$ cat src/rtl/pmpwp_pkg.sv
package pmpwp_pkg;

  // ---------------------------------------------------------------------------
  // Command codes
  // ---------------------------------------------------------------------------
  localparam logic [7:0] CMD_PAGE_SELECT = 8'h00;
  localparam logic [7:0] CMD_OPERATION = 8'h01;
  localparam logic [7:0] CMD_ON_OFF_CONFIG = 8'h02;
  localparam logic [7:0] CMD_CLEAR_FAULTS = 8'h03;
  localparam logic [7:0] CMD_WRITE_LOCK_LEVEL = 8'h10;
  localparam logic [7:0] CMD_STORE_USER_ALL = 8'h15;
  localparam logic [7:0] CMD_NVM_UNLOCK = 8'hbd;
  localparam logic [7:0] CMD_INDIRECT_COMMAND = 8'hc8;
  localparam logic [7:0] CMD_INDIRECT_DATA_HOST0 = 8'hc9;
  localparam logic [7:0] CMD_INDIRECT_DATA_HOST1 = 8'hca;
  localparam logic [7:0] CMD_CLEAR_ENERGY = 8'hcc;
  localparam logic [7:0] CMD_GOODPIN_OUTPUT_FORCE = 8'hce;
  localparam logic [7:0] CMD_GLOBAL_PAGE_MASK = 8'he4;
  localparam logic [7:0] CMD_BUS_BASE_ADDRESS = 8'he6;
  localparam logic [7:0] CMD_ID_CODE = 8'he7;

  // ---------------------------------------------------------------------------
  // Values and reset values
  // ---------------------------------------------------------------------------
  localparam logic [7:0] PAGE_CH0 = 8'h00;
  localparam logic [7:0] PAGE_CH1 = 8'h01;
  localparam logic [7:0] PAGE_ALL = 8'hff;
  localparam logic [7:0] LOCK_NONE = 8'h00;
  localparam logic [7:0] LOCK_MID = 8'h40;
  localparam logic [7:0] LOCK_STRICT = 8'h80;
  localparam logic [7:0] PAGE_RESET = 8'h00;
  localparam logic [7:0] LOCK_RESET = 8'h00;
  localparam logic [1:0] MASK_RESET = 2'h3;
  localparam logic [6:0] BASE_RESET = 7'h5c;
  localparam logic [15:0] INDIRECT_RESET = 16'h0000;
  localparam logic [3:0] ADDR_OFFSET_MAX = 4'h8;

  // ---------------------------------------------------------------------------
  // Numeric word formats
  // ---------------------------------------------------------------------------
  localparam int EXP_MSB = 15;
  localparam int EXP_LSB = 11;
  localparam int MANT_MSB = 10;
  localparam logic signed [5:0] VOUT_EXP = -6'sd13;

  typedef enum logic [2:0] {
    PMPWP_LOCK_OPEN = 3'b001,
    PMPWP_LOCK_MID = 3'b010,
    PMPWP_LOCK_STRICT = 3'b100
  } pmpwp_lock_e;

endpackage

$ cat src/rtl/pmpwp_top.sv
// Behaviour
// - Page 0x00 sends paged commands to channel 0, page 0x01 to channel 1.
// - Page 0xFF applies broadcast-capable writes to all mask-enabled channels at once.
// - Only clear-faults, operation and on/off-config accept broadcast page.
// - Paged read at page 0xFF returns undefined data and raises a CML fault.
// - Non-broadcast paged write at page 0xFF is dropped and raises CML fault.
// - Page selector is unpaged read/write byte at 0x00, reset 0x00.
// - Reads always succeed whatever the protection level.
// - Lock 0x80: only lock, page, unlock, store-all, indirect-pointer writes pass.
// - Lock 0x40 also passes operation, clear-faults, mask, clear-energy, force writes.
// - Lock 0x00 passes all writes; other values are reserved.
// - Lock register is unpaged at 0x10, reset 0x00, nonvolatile-backed.
// - High write-lock pin imposes the intermediate level.
// - Effective protection is the stricter of pin and register.
// - Exponent-mantissa word: 5-bit signed exponent, 11-bit signed mantissa.
// - Unsigned vout word: 16-bit unsigned mantissa, exponent fixed at -13.
// - Global page mask is unpaged byte at 0xE4, default 0x03.
// - Mask bit n enables channel n for broadcast; bits 7:2 read zero.
// - Base bits 6:0 plus pin offset 0..8 form bus address; bit 7 reads zero.
module pmpwp_top #(
  parameter int NUM_CHANNELS = 2,
  parameter logic [15:0] ID_CODE = 16'h0a5a // Arbitrary identification value.
) (
  // Clock and reset
  input wire logic core_clk_i,
  input wire logic rst_n_i,
  // Decoded command access from the serial front end
  input wire logic cmd_valid_i,
  input wire logic cmd_write_i,
  input wire logic [7:0] cmd_code_i,
  input wire logic cmd_paged_i,
  input wire logic [15:0] cmd_wdata_i,
  // Pins
  input wire logic write_lock_pin_i,
  input wire logic addr_select_pin_0_i,
  input wire logic addr_select_pin_1_i,
  input wire logic [3:0] addr_offset_i,
  // Nonvolatile restore
  input wire logic nvm_load_i,
  input wire logic [7:0] nvm_lock_i,
  input wire logic [7:0] nvm_mask_i,
  input wire logic [7:0] nvm_base_i,
  // Read answer
  output logic rsp_valid_o,
  output logic [15:0] rsp_rdata_o,
  // Channel command strobes
  output logic [1:0] chan_wr_o,
  output logic [1:0] chan_rd_o,
  output logic [7:0] chan_cmd_o,
  output logic [15:0] chan_wdata_o,
  // Status
  output logic cml_fault_o,
  output logic write_refused_o,
  output logic [6:0] bus_address_o,
  output logic [7:0] page_o,
  output logic [2:0] lock_state_o,
  // Decoded view of the last written word
  output logic [4:0] exp_o,
  output logic [10:0] mant_o
);

  initial
  begin
    if (NUM_CHANNELS != 2)
      $error("pmpwp_top serves exactly two channels");
  end

  // ---------------------------------------------------------------------------
  // Pin synchronisers
  // ---------------------------------------------------------------------------
  typedef struct packed {
    logic [1:0] lock_pin;
    logic [1:0] addr_select_pin_0;
    logic [1:0] addr_select_pin_1;
    logic [3:0] offs0;
    logic [3:0] offs1;
  } pmpwp_sync_s;

  pmpwp_sync_s sync_reg;
  pmpwp_sync_s sync_next;

  always_comb
  begin
    sync_next = sync_reg;
    sync_next.lock_pin = {sync_reg.lock_pin[0], write_lock_pin_i};
    sync_next.addr_select_pin_0 = {sync_reg.addr_select_pin_0[0], addr_select_pin_0_i};
    sync_next.addr_select_pin_1 = {sync_reg.addr_select_pin_1[0], addr_select_pin_1_i};
    sync_next.offs0 = addr_offset_i;
    sync_next.offs1 = sync_reg.offs0;
  end

  always_ff @(posedge core_clk_i or negedge rst_n_i)
  begin
    if (!rst_n_i)
      sync_reg <= '0;
    else
      sync_reg <= sync_next;
  end

  // ---------------------------------------------------------------------------
  // Register state
  // ---------------------------------------------------------------------------
  typedef struct packed {
    logic [7:0] page;
    logic [7:0] lock;
    logic [1:0] mask;
    logic [6:0] base;
    logic [15:0] ind_cmd;
    logic [15:0] ind_d0;
    logic [15:0] ind_d1;
    logic rsp_valid;
    logic [15:0] rdata;
    logic [1:0] chan_wr;
    logic [1:0] chan_rd;
    logic [7:0] chan_cmd;
    logic [15:0] chan_wdata;
    logic cml;
    logic refused;
    logic [6:0] addr;
    logic [2:0] lock_state;
    logic [4:0] exp;
    logic [10:0] mant;
  } pmpwp_state_s;

  pmpwp_state_s state_reg;
  pmpwp_state_s state_next;

  // ---------------------------------------------------------------------------
  // Helpers
  // ---------------------------------------------------------------------------
  function automatic logic is_broadcast_cmd(input logic [7:0] c);
    return (c == pmpwp_pkg::CMD_CLEAR_FAULTS) ||
           (c == pmpwp_pkg::CMD_OPERATION) ||
           (c == pmpwp_pkg::CMD_ON_OFF_CONFIG);
  endfunction

  function automatic logic [1:0] page_target(input logic [7:0] p);
    if (p == pmpwp_pkg::PAGE_CH0)
      return 2'b01;
    else if (p == pmpwp_pkg::PAGE_CH1)
      return 2'b10;
    else
      return 2'b00;
  endfunction

  logic allowed;
  pmpwp_pkg::pmpwp_lock_e level;
  logic signed [4:0] dec_exp;
  logic signed [10:0] dec_mant;

  pmpwp_lock_policy u_policy (
    .lock_level_i(state_reg.lock),
    .lock_pin_i(sync_reg.lock_pin[1]),
    .cmd_i(cmd_code_i),
    .allowed_o(allowed),
    .level_o(level)
  );

  pmpwp_format_decode u_decode (
    .word_i(cmd_wdata_i),
    .exp_o(dec_exp),
    .mant_o(dec_mant),
    .vout_mant_o(),
    .vout_exp_o()
  );

  // ---------------------------------------------------------------------------
  // Next state
  // ---------------------------------------------------------------------------
  logic [3:0] offset_clip;
  logic paged_all;

  always_comb
  begin
    state_next = state_reg;
    state_next.rsp_valid = 1'b0;
    state_next.chan_wr = 2'b00;
    state_next.chan_rd = 2'b00;
    state_next.cml = 1'b0;
    state_next.refused = 1'b0;
    state_next.lock_state = level;
    paged_all = cmd_paged_i && (state_reg.page == pmpwp_pkg::PAGE_ALL);
    offset_clip = (sync_reg.offs1 > pmpwp_pkg::ADDR_OFFSET_MAX) ?
                  pmpwp_pkg::ADDR_OFFSET_MAX : sync_reg.offs1;
    // The select pins are synchronised but feed nothing; the offset word sets the sum.
    state_next.addr = state_reg.base + {3'h0, offset_clip};
    if (nvm_load_i)
    begin
      state_next.lock = nvm_lock_i;
      state_next.mask = nvm_mask_i[1:0];
      state_next.base = nvm_base_i[6:0];
    end
    else if (cmd_valid_i && !cmd_write_i)
    begin
      // Reads never consult the lock level.
      state_next.rsp_valid = 1'b1;
      state_next.chan_cmd = cmd_code_i;
      unique case (cmd_code_i)
        pmpwp_pkg::CMD_PAGE_SELECT: state_next.rdata = {8'h00, state_reg.page};
        pmpwp_pkg::CMD_WRITE_LOCK_LEVEL: state_next.rdata = {8'h00, state_reg.lock};
        pmpwp_pkg::CMD_GLOBAL_PAGE_MASK:
          state_next.rdata = {14'h0000, state_reg.mask};
        pmpwp_pkg::CMD_BUS_BASE_ADDRESS:
          state_next.rdata = {9'h000, state_reg.base};
        pmpwp_pkg::CMD_INDIRECT_COMMAND:
          state_next.rdata = {1'b0, state_reg.ind_cmd[14:0]};
        pmpwp_pkg::CMD_INDIRECT_DATA_HOST0: state_next.rdata = state_reg.ind_d0;
        pmpwp_pkg::CMD_INDIRECT_DATA_HOST1: state_next.rdata = state_reg.ind_d1;
        pmpwp_pkg::CMD_ID_CODE: state_next.rdata = ID_CODE;
        default:
        begin
          state_next.rdata = 16'h0000;
          if (paged_all)
            state_next.cml = 1'b1;
          else if (cmd_paged_i)
            state_next.chan_rd = page_target(state_reg.page);
          else
            state_next.chan_rd = 2'b01;
        end
      endcase
    end
    else if (cmd_valid_i && cmd_write_i)
    begin
      if (!allowed)
      begin
        state_next.cml = 1'b1;
        state_next.refused = 1'b1;
      end
      else
      begin
        state_next.exp = dec_exp;
        state_next.mant = dec_mant;
        state_next.chan_cmd = cmd_code_i;
        state_next.chan_wdata = cmd_wdata_i;
        unique case (cmd_code_i)
          pmpwp_pkg::CMD_PAGE_SELECT: state_next.page = cmd_wdata_i[7:0];
          pmpwp_pkg::CMD_WRITE_LOCK_LEVEL: state_next.lock = cmd_wdata_i[7:0];
          pmpwp_pkg::CMD_GLOBAL_PAGE_MASK: state_next.mask = cmd_wdata_i[1:0];
          pmpwp_pkg::CMD_BUS_BASE_ADDRESS: state_next.base = cmd_wdata_i[6:0];
          pmpwp_pkg::CMD_INDIRECT_COMMAND: state_next.ind_cmd = cmd_wdata_i;
          pmpwp_pkg::CMD_INDIRECT_DATA_HOST0: state_next.ind_d0 = cmd_wdata_i;
          pmpwp_pkg::CMD_INDIRECT_DATA_HOST1: state_next.ind_d1 = cmd_wdata_i;
          default:
          begin
            if (paged_all && is_broadcast_cmd(cmd_code_i))
              state_next.chan_wr = state_reg.mask;
            else if (paged_all)
              state_next.cml = 1'b1;
            else if (cmd_paged_i)
              state_next.chan_wr = page_target(state_reg.page);
            else
              state_next.chan_wr = 2'b01;
          end
        endcase
      end
    end
  end

  always_ff @(posedge core_clk_i or negedge rst_n_i)
  begin
    if (!rst_n_i)
    begin
      state_reg <= '0;
      state_reg.page <= pmpwp_pkg::PAGE_RESET;
      state_reg.lock <= pmpwp_pkg::LOCK_RESET;
      state_reg.mask <= pmpwp_pkg::MASK_RESET;
      state_reg.base <= pmpwp_pkg::BASE_RESET;
      state_reg.ind_cmd <= pmpwp_pkg::INDIRECT_RESET;
      state_reg.addr <= pmpwp_pkg::BASE_RESET;
      state_reg.lock_state <= 3'b001;
    end
    else
      state_reg <= state_next;
  end

  // ---------------------------------------------------------------------------
  // Outputs
  // ---------------------------------------------------------------------------
  assign rsp_valid_o = state_reg.rsp_valid;
  assign rsp_rdata_o = state_reg.rdata;
  assign chan_wr_o = state_reg.chan_wr;
  assign chan_rd_o = state_reg.chan_rd;
  assign chan_cmd_o = state_reg.chan_cmd;
  assign chan_wdata_o = state_reg.chan_wdata;
  assign cml_fault_o = state_reg.cml;
  assign write_refused_o = state_reg.refused;
  assign bus_address_o = state_reg.addr;
  assign page_o = state_reg.page;
  assign lock_state_o = state_reg.lock_state;
  assign exp_o = state_reg.exp;
  assign mant_o = state_reg.mant;

endmodule

$ cat src/rtl/pmpwp_lock_policy.sv
module pmpwp_lock_policy (
  // Protection state
  input wire logic [7:0] lock_level_i,
  input wire logic lock_pin_i,
  // Command under test
  input wire logic [7:0] cmd_i,
  // Verdict
  output logic allowed_o,
  output pmpwp_pkg::pmpwp_lock_e level_o
);

  // ---------------------------------------------------------------------------
  // Effective level
  // ---------------------------------------------------------------------------
  // Reserved register values are treated as no lock; the pin still applies.
  always_comb
  begin
    if (lock_level_i == pmpwp_pkg::LOCK_STRICT)
      level_o = pmpwp_pkg::PMPWP_LOCK_STRICT;
    else if (lock_pin_i || lock_level_i == pmpwp_pkg::LOCK_MID)
      level_o = pmpwp_pkg::PMPWP_LOCK_MID;
    else
      level_o = pmpwp_pkg::PMPWP_LOCK_OPEN;
  end

  // ---------------------------------------------------------------------------
  // Write filter
  // ---------------------------------------------------------------------------
  logic always_ok;
  logic mid_ok;

  always_comb
  begin
    always_ok = (cmd_i == pmpwp_pkg::CMD_WRITE_LOCK_LEVEL) ||
                (cmd_i == pmpwp_pkg::CMD_PAGE_SELECT) ||
                (cmd_i == pmpwp_pkg::CMD_NVM_UNLOCK) ||
                (cmd_i == pmpwp_pkg::CMD_STORE_USER_ALL) ||
                (cmd_i == pmpwp_pkg::CMD_INDIRECT_COMMAND);
    mid_ok = (cmd_i == pmpwp_pkg::CMD_OPERATION) ||
             (cmd_i == pmpwp_pkg::CMD_CLEAR_FAULTS) ||
             (cmd_i == pmpwp_pkg::CMD_GLOBAL_PAGE_MASK) ||
             (cmd_i == pmpwp_pkg::CMD_CLEAR_ENERGY) ||
             (cmd_i == pmpwp_pkg::CMD_GOODPIN_OUTPUT_FORCE);
    unique case (level_o)
      pmpwp_pkg::PMPWP_LOCK_STRICT: allowed_o = always_ok;
      pmpwp_pkg::PMPWP_LOCK_MID: allowed_o = always_ok || mid_ok;
      default: allowed_o = 1'b1;
    endcase
  end

endmodule

$ cat src/rtl/pmpwp_format_decode.sv
module pmpwp_format_decode (
  // Raw word
  input wire logic [15:0] word_i,
  // Exponent-mantissa view
  output logic signed [4:0] exp_o,
  output logic signed [10:0] mant_o,
  // Unsigned output-voltage view
  output logic [15:0] vout_mant_o,
  output logic signed [5:0] vout_exp_o
);

  // ---------------------------------------------------------------------------
  // Field split
  // ---------------------------------------------------------------------------
  always_comb
  begin
    exp_o = $signed(word_i[pmpwp_pkg::EXP_MSB:pmpwp_pkg::EXP_LSB]);
    mant_o = $signed(word_i[pmpwp_pkg::MANT_MSB:0]);
    vout_mant_o = word_i;
    vout_exp_o = pmpwp_pkg::VOUT_EXP;
  end

endmodule

$ cat config.mk
export PLATFORM = sky130hd
export DESIGN_NAME = pmpwp_top
export DESIGN_NICKNAME = d
export VERILOG_FILES = /design/src/rtl/pmpwp_pkg.sv /design/src/rtl/pmpwp_top.sv /design/src/rtl/pmpwp_lock_policy.sv /design/src/rtl/pmpwp_format_decode.sv
export SDC_FILE = /design/constraint.sdc
export NUM_CORES = 1
export LEC_CHECK = 0
export BUFFER_PORTS_ARGS = -buffer_cell sky130_fd_sc_hd__buf_2
export CAP_MARGIN = 20
export CORE_ASPECT_RATIO = 0.75
export CORE_UTILIZATION = 30
export DETAILED_ROUTE_END_ITERATION = 10
export HOLD_SLACK_MARGIN = 0.06
export PLACE_DENSITY_LB_ADDON = 0.3
export SYNTH_ARGS = -nofsm -noshare
export SYNTH_HDL_FRONTEND = slang
export SYNTH_HIERARCHICAL = 1
export SYNTH_SLANG_ARGS = --single-unit
$ cat constraint.sdc
create_clock -name core_clk_i -period 3.68 [get_ports core_clk_i]
set_clock_uncertainty 0.15 [all_clocks]
set_input_delay 0.368 -clock core_clk_i [delete_from_list [all_inputs] [get_ports core_clk_i]]
set_output_delay 0.368 -clock core_clk_i [all_outputs]
set_load 0.02 [all_outputs]
==> flow_results.xml <==
<?xml version="1.0" encoding="UTF-8"?>
<metrics>
  <group name="run_status">
    <metric name="status" unit="">finished clean</metric>
  </group>
  <group name="finish">
    <metric name="layout.nets" unit="">771</metric>
    <metric name="largest_reg_flops" unit="">64</metric>
    <metric name="syn_to_final_growth" unit="%">16.2</metric>
    <metric name="layout-drive-gt1-share" unit="%">42.3</metric>
    <metric name="diodes" unit="">0</metric>
    <metric name="fill_cells" unit="">2486</metric>
  </group>
  <group name="detailed_routing">
    <metric name="wl_per_cell" unit="um">18.4</metric>
    <metric name="m1WireLength" unit="um">9460</metric>
    <metric name="top_layer" unit="">met4</metric>
    <metric name="postRouteAntennaNets" unit="">0</metric>
    <metric name="wl_met3" unit="um">1500</metric>
    <metric name="post_drt_via_cell_ratio" unit="">4.76</metric>
    <metric name="drc" unit="">0</metric>
    <metric name="route.vias.total" unit="">4998</metric>
    <metric name="initialDrtViolationCount" unit="">291</metric>
    <metric name="routed_wire_length" unit="um">19300</metric>
    <metric name="drtPass1Iterations" unit="">5</metric>
    <metric name="dr_wl_met2" unit="um">8140</metric>
  </group>
  <group name="sta">
    <metric name="totalNegativeSetupSlack" unit="ns">0</metric>
    <metric name="hold_viol" unit="">0</metric>
    <metric name="worst_slew_pin_slew" unit="ns">0.729</metric>
    <metric name="drv_slew" unit="">0</metric>
    <metric name="grt_setup_unrepaired" unit="">no</metric>
    <metric name="setup-violations-final" unit="">0</metric>
    <metric name="final.period_utilization" unit="%">79.4</metric>
    <metric name="maxSlewHeadroom" unit="%">51.1</metric>
    <metric name="highest_clock_frequency_the_design_can_meet" unit="GHz">0.342</metric>
    <metric name="final_critical_path_setup_slack" unit="ns">0.759</metric>
    <metric name="period_needed" unit="ns">2.92</metric>
  </group>
  <group name="power_and_ir_drop">
    <metric name="power_leakage" unit="nW">4.11</metric>
    <metric name="power.combinational.fraction" unit="%">15.2</metric>
    <metric name="pwr-share-seq" unit="%">44.2</metric>
    <metric name="total_switching_power" unit="mW">1.23</metric>
    <metric name="netSwitchingFraction" unit="%">27.8</metric>
    <metric name="power_report.internal_total" unit="mW">3.20</metric>
    <metric name="pwr_density_cell" unit="nW/um2">507</metric>
    <metric name="irDropWorstVdd" unit="mV">0.315</metric>
    <metric name="totalPowerFinal" unit="mW">4.44</metric>
    <metric name="clock_power_share" unit="%">40.6</metric>
  </group>
  <group name="global_routing">
    <metric name="grt_total_ovfl" unit="">0</metric>
    <metric name="grt_max_degree" unit="">70</metric>
    <metric name="grt_pass1_vias" unit="">4939</metric>
    <metric name="antenna_found_initial" unit="">0</metric>
    <metric name="grt_util_all_layers" unit="%">15.7</metric>
    <metric name="global_route_wire_length_before_repair" unit="um">30000</metric>
  </group>
  <group name="placement">
    <metric name="post_place_setup_slack" unit="ns">0.328</metric>
    <metric name="port-buffer-count" unit="">132</metric>
    <metric name="dp.final_hpwl" unit="um">13500</metric>
    <metric name="gp_congestion" unit="">0.863</metric>
  </group>
  <group name="floorplan">
    <metric name="floorplan.rows" unit="">49</metric>
    <metric name="die_height" unit="um">139</metric>
    <metric name="die_width" unit="um">185</metric>
    <metric name="fp.dieArea" unit="um2">25800</metric>
    <metric name="core_region_area" unit="um2">24300</metric>
    <metric name="ioPinCount" unit="">142</metric>
    <metric name="initial_core_util" unit="%">31.0</metric>
  </group>
  <group name="setup_path">
    <metric name="critPathKind" unit="">in2reg</metric>
    <metric name="arrival" unit="ns">3.08</metric>
    <metric name="cp-start-kind" unit="">primary input</metric>
    <metric name="critical_path.endpoint_type" unit="">flop</metric>
    <metric name="path_max_fanout" unit="">28</metric>
    <metric name="critical_path_required" unit="ns">3.84</metric>
  </group>
  <group name="synth">
    <metric name="synth.net_count" unit="">702</metric>
    <metric name="syn_avg_cell_area" unit="um2">11.8</metric>
    <metric name="synth_area" unit="um2">7530</metric>
    <metric name="syn-instance-count" unit="">636</metric>
    <metric name="ys_warn_count" unit="">6</metric>
  </group>
  <group name="clock_tree">
    <metric name="holdBufCountCts" unit="">23</metric>
    <metric name="post_cts_resize_count" unit="">0</metric>
    <metric name="cts_buffer_depth" unit="">2</metric>
    <metric name="tritoncts_clock_tree" unit="">yes</metric>
    <metric name="post-cts-setup-buffer-count" unit="">0</metric>
    <metric name="clkTransAtPathRegs" unit="ns">0.06</metric>
    <metric name="cts_buffers" unit="">17</metric>
    <metric name="ctsHtreeMaxLevel" unit="">4</metric>
    <metric name="worst_skew_pair.late_latency" unit="ns">0.43</metric>
    <metric name="clk_root_buffer_cell" unit="">clkbuf_16</metric>
    <metric name="clkSinkCount" unit="">155</metric>
  </group>
  <group name="min_path">
    <metric name="worstHoldPathType" unit="">in2reg</metric>
  </group>
  <group name="job">
    <metric name="cap_viol_max_count" unit="">0</metric>
  </group>
</metrics>
==> area by class of cell <==
cell class / instances / area (um2) / share of cell area (%)
clock buffers: 21 / 470 / 5.37
clock inverters: 11 / 134 / 1.53
inverters: 2 / 7.51 / 0.0858
multi-input cells: 360 / 2820 / 32.2
flip-flops and latches: 155 / 3890 / 44.5
well taps: 331 / 414 / 4.73
repair buffers: 169 / 1010 / 11.6
==> power by group through the flow <==
stage,sequential [mW],combinational (mW),clock (mW)
2_1_floorplan,1.96,0.589,0
3_3_place_gp,1.99,0.665,0
3_5_place_dp,1.99,0.669,0
4_1_cts,1.96,0.689,1.85
5_1_grt,1.98,0.738,1.93
6_report,1.96,0.676,1.80
==> layer usage <==
metal,vias up,GRT usage (%)
li1,2293,-
met1,2528,23.2
met2,163,21.9
met3,14,4.76
met4,0,4.35
met5,-,0
==> cell usage in the layout, fill, tap and decap left out, drive strengths merged, types with 5 or more instances in the layout <==
cell type,instances
mux2i,33
clkbuf,21
and3,9
clkinv,7
dlygate4sd3,23
o21ai,39
mux2,103
buf,146
dfstp,11
nand2b,5
a21oi,22
dfrtp,144
nor2b,8
nor2,27
nand2,44
==> worst max-delay path: stages <==
cell      delay, ns
buf_2          0.22
buf_4          0.42
nand3_1        0.15
o22ai_1        0.14
a32oi_1        0.14
o221ai_2       0.22
nand3_2        0.42
nor3b_4        0.59
mux2_2         0.39
==> final timing paths <==
path                                start               to  slack (ns)  cells after the start
setup / recovery            cmd_code_i[0]        page_o[4]        0.76                      9
hold / removal                cmd_valid_i  write_refused_o        0.08                      3
setup reg to reg           state_reg[135]   state_reg[106]        0.80                      9
hold reg to reg             sync_next[13]     sync_reg[13]        0.20                      0
max in group asynchronous         rst_n_i    state_reg[76]        2.15                      3
min in group asynchronous         rst_n_i    chan_cmd_o[7]        0.37                      2
==> through the flow <==
stage	hold WS (ns)	instances	util (%)	area, um2
global placement	0.185	994	32.6	7920
global route	0.0828	1049	36.1	8750
floorplan	-0.0776	636	-	7530
finish	0.0819	1049	36.1	8750
CTS	0.0605	1049	36.1	8750
detailed placement	0.186	994	32.6	7920
Power figures use the tool's default switching activity.
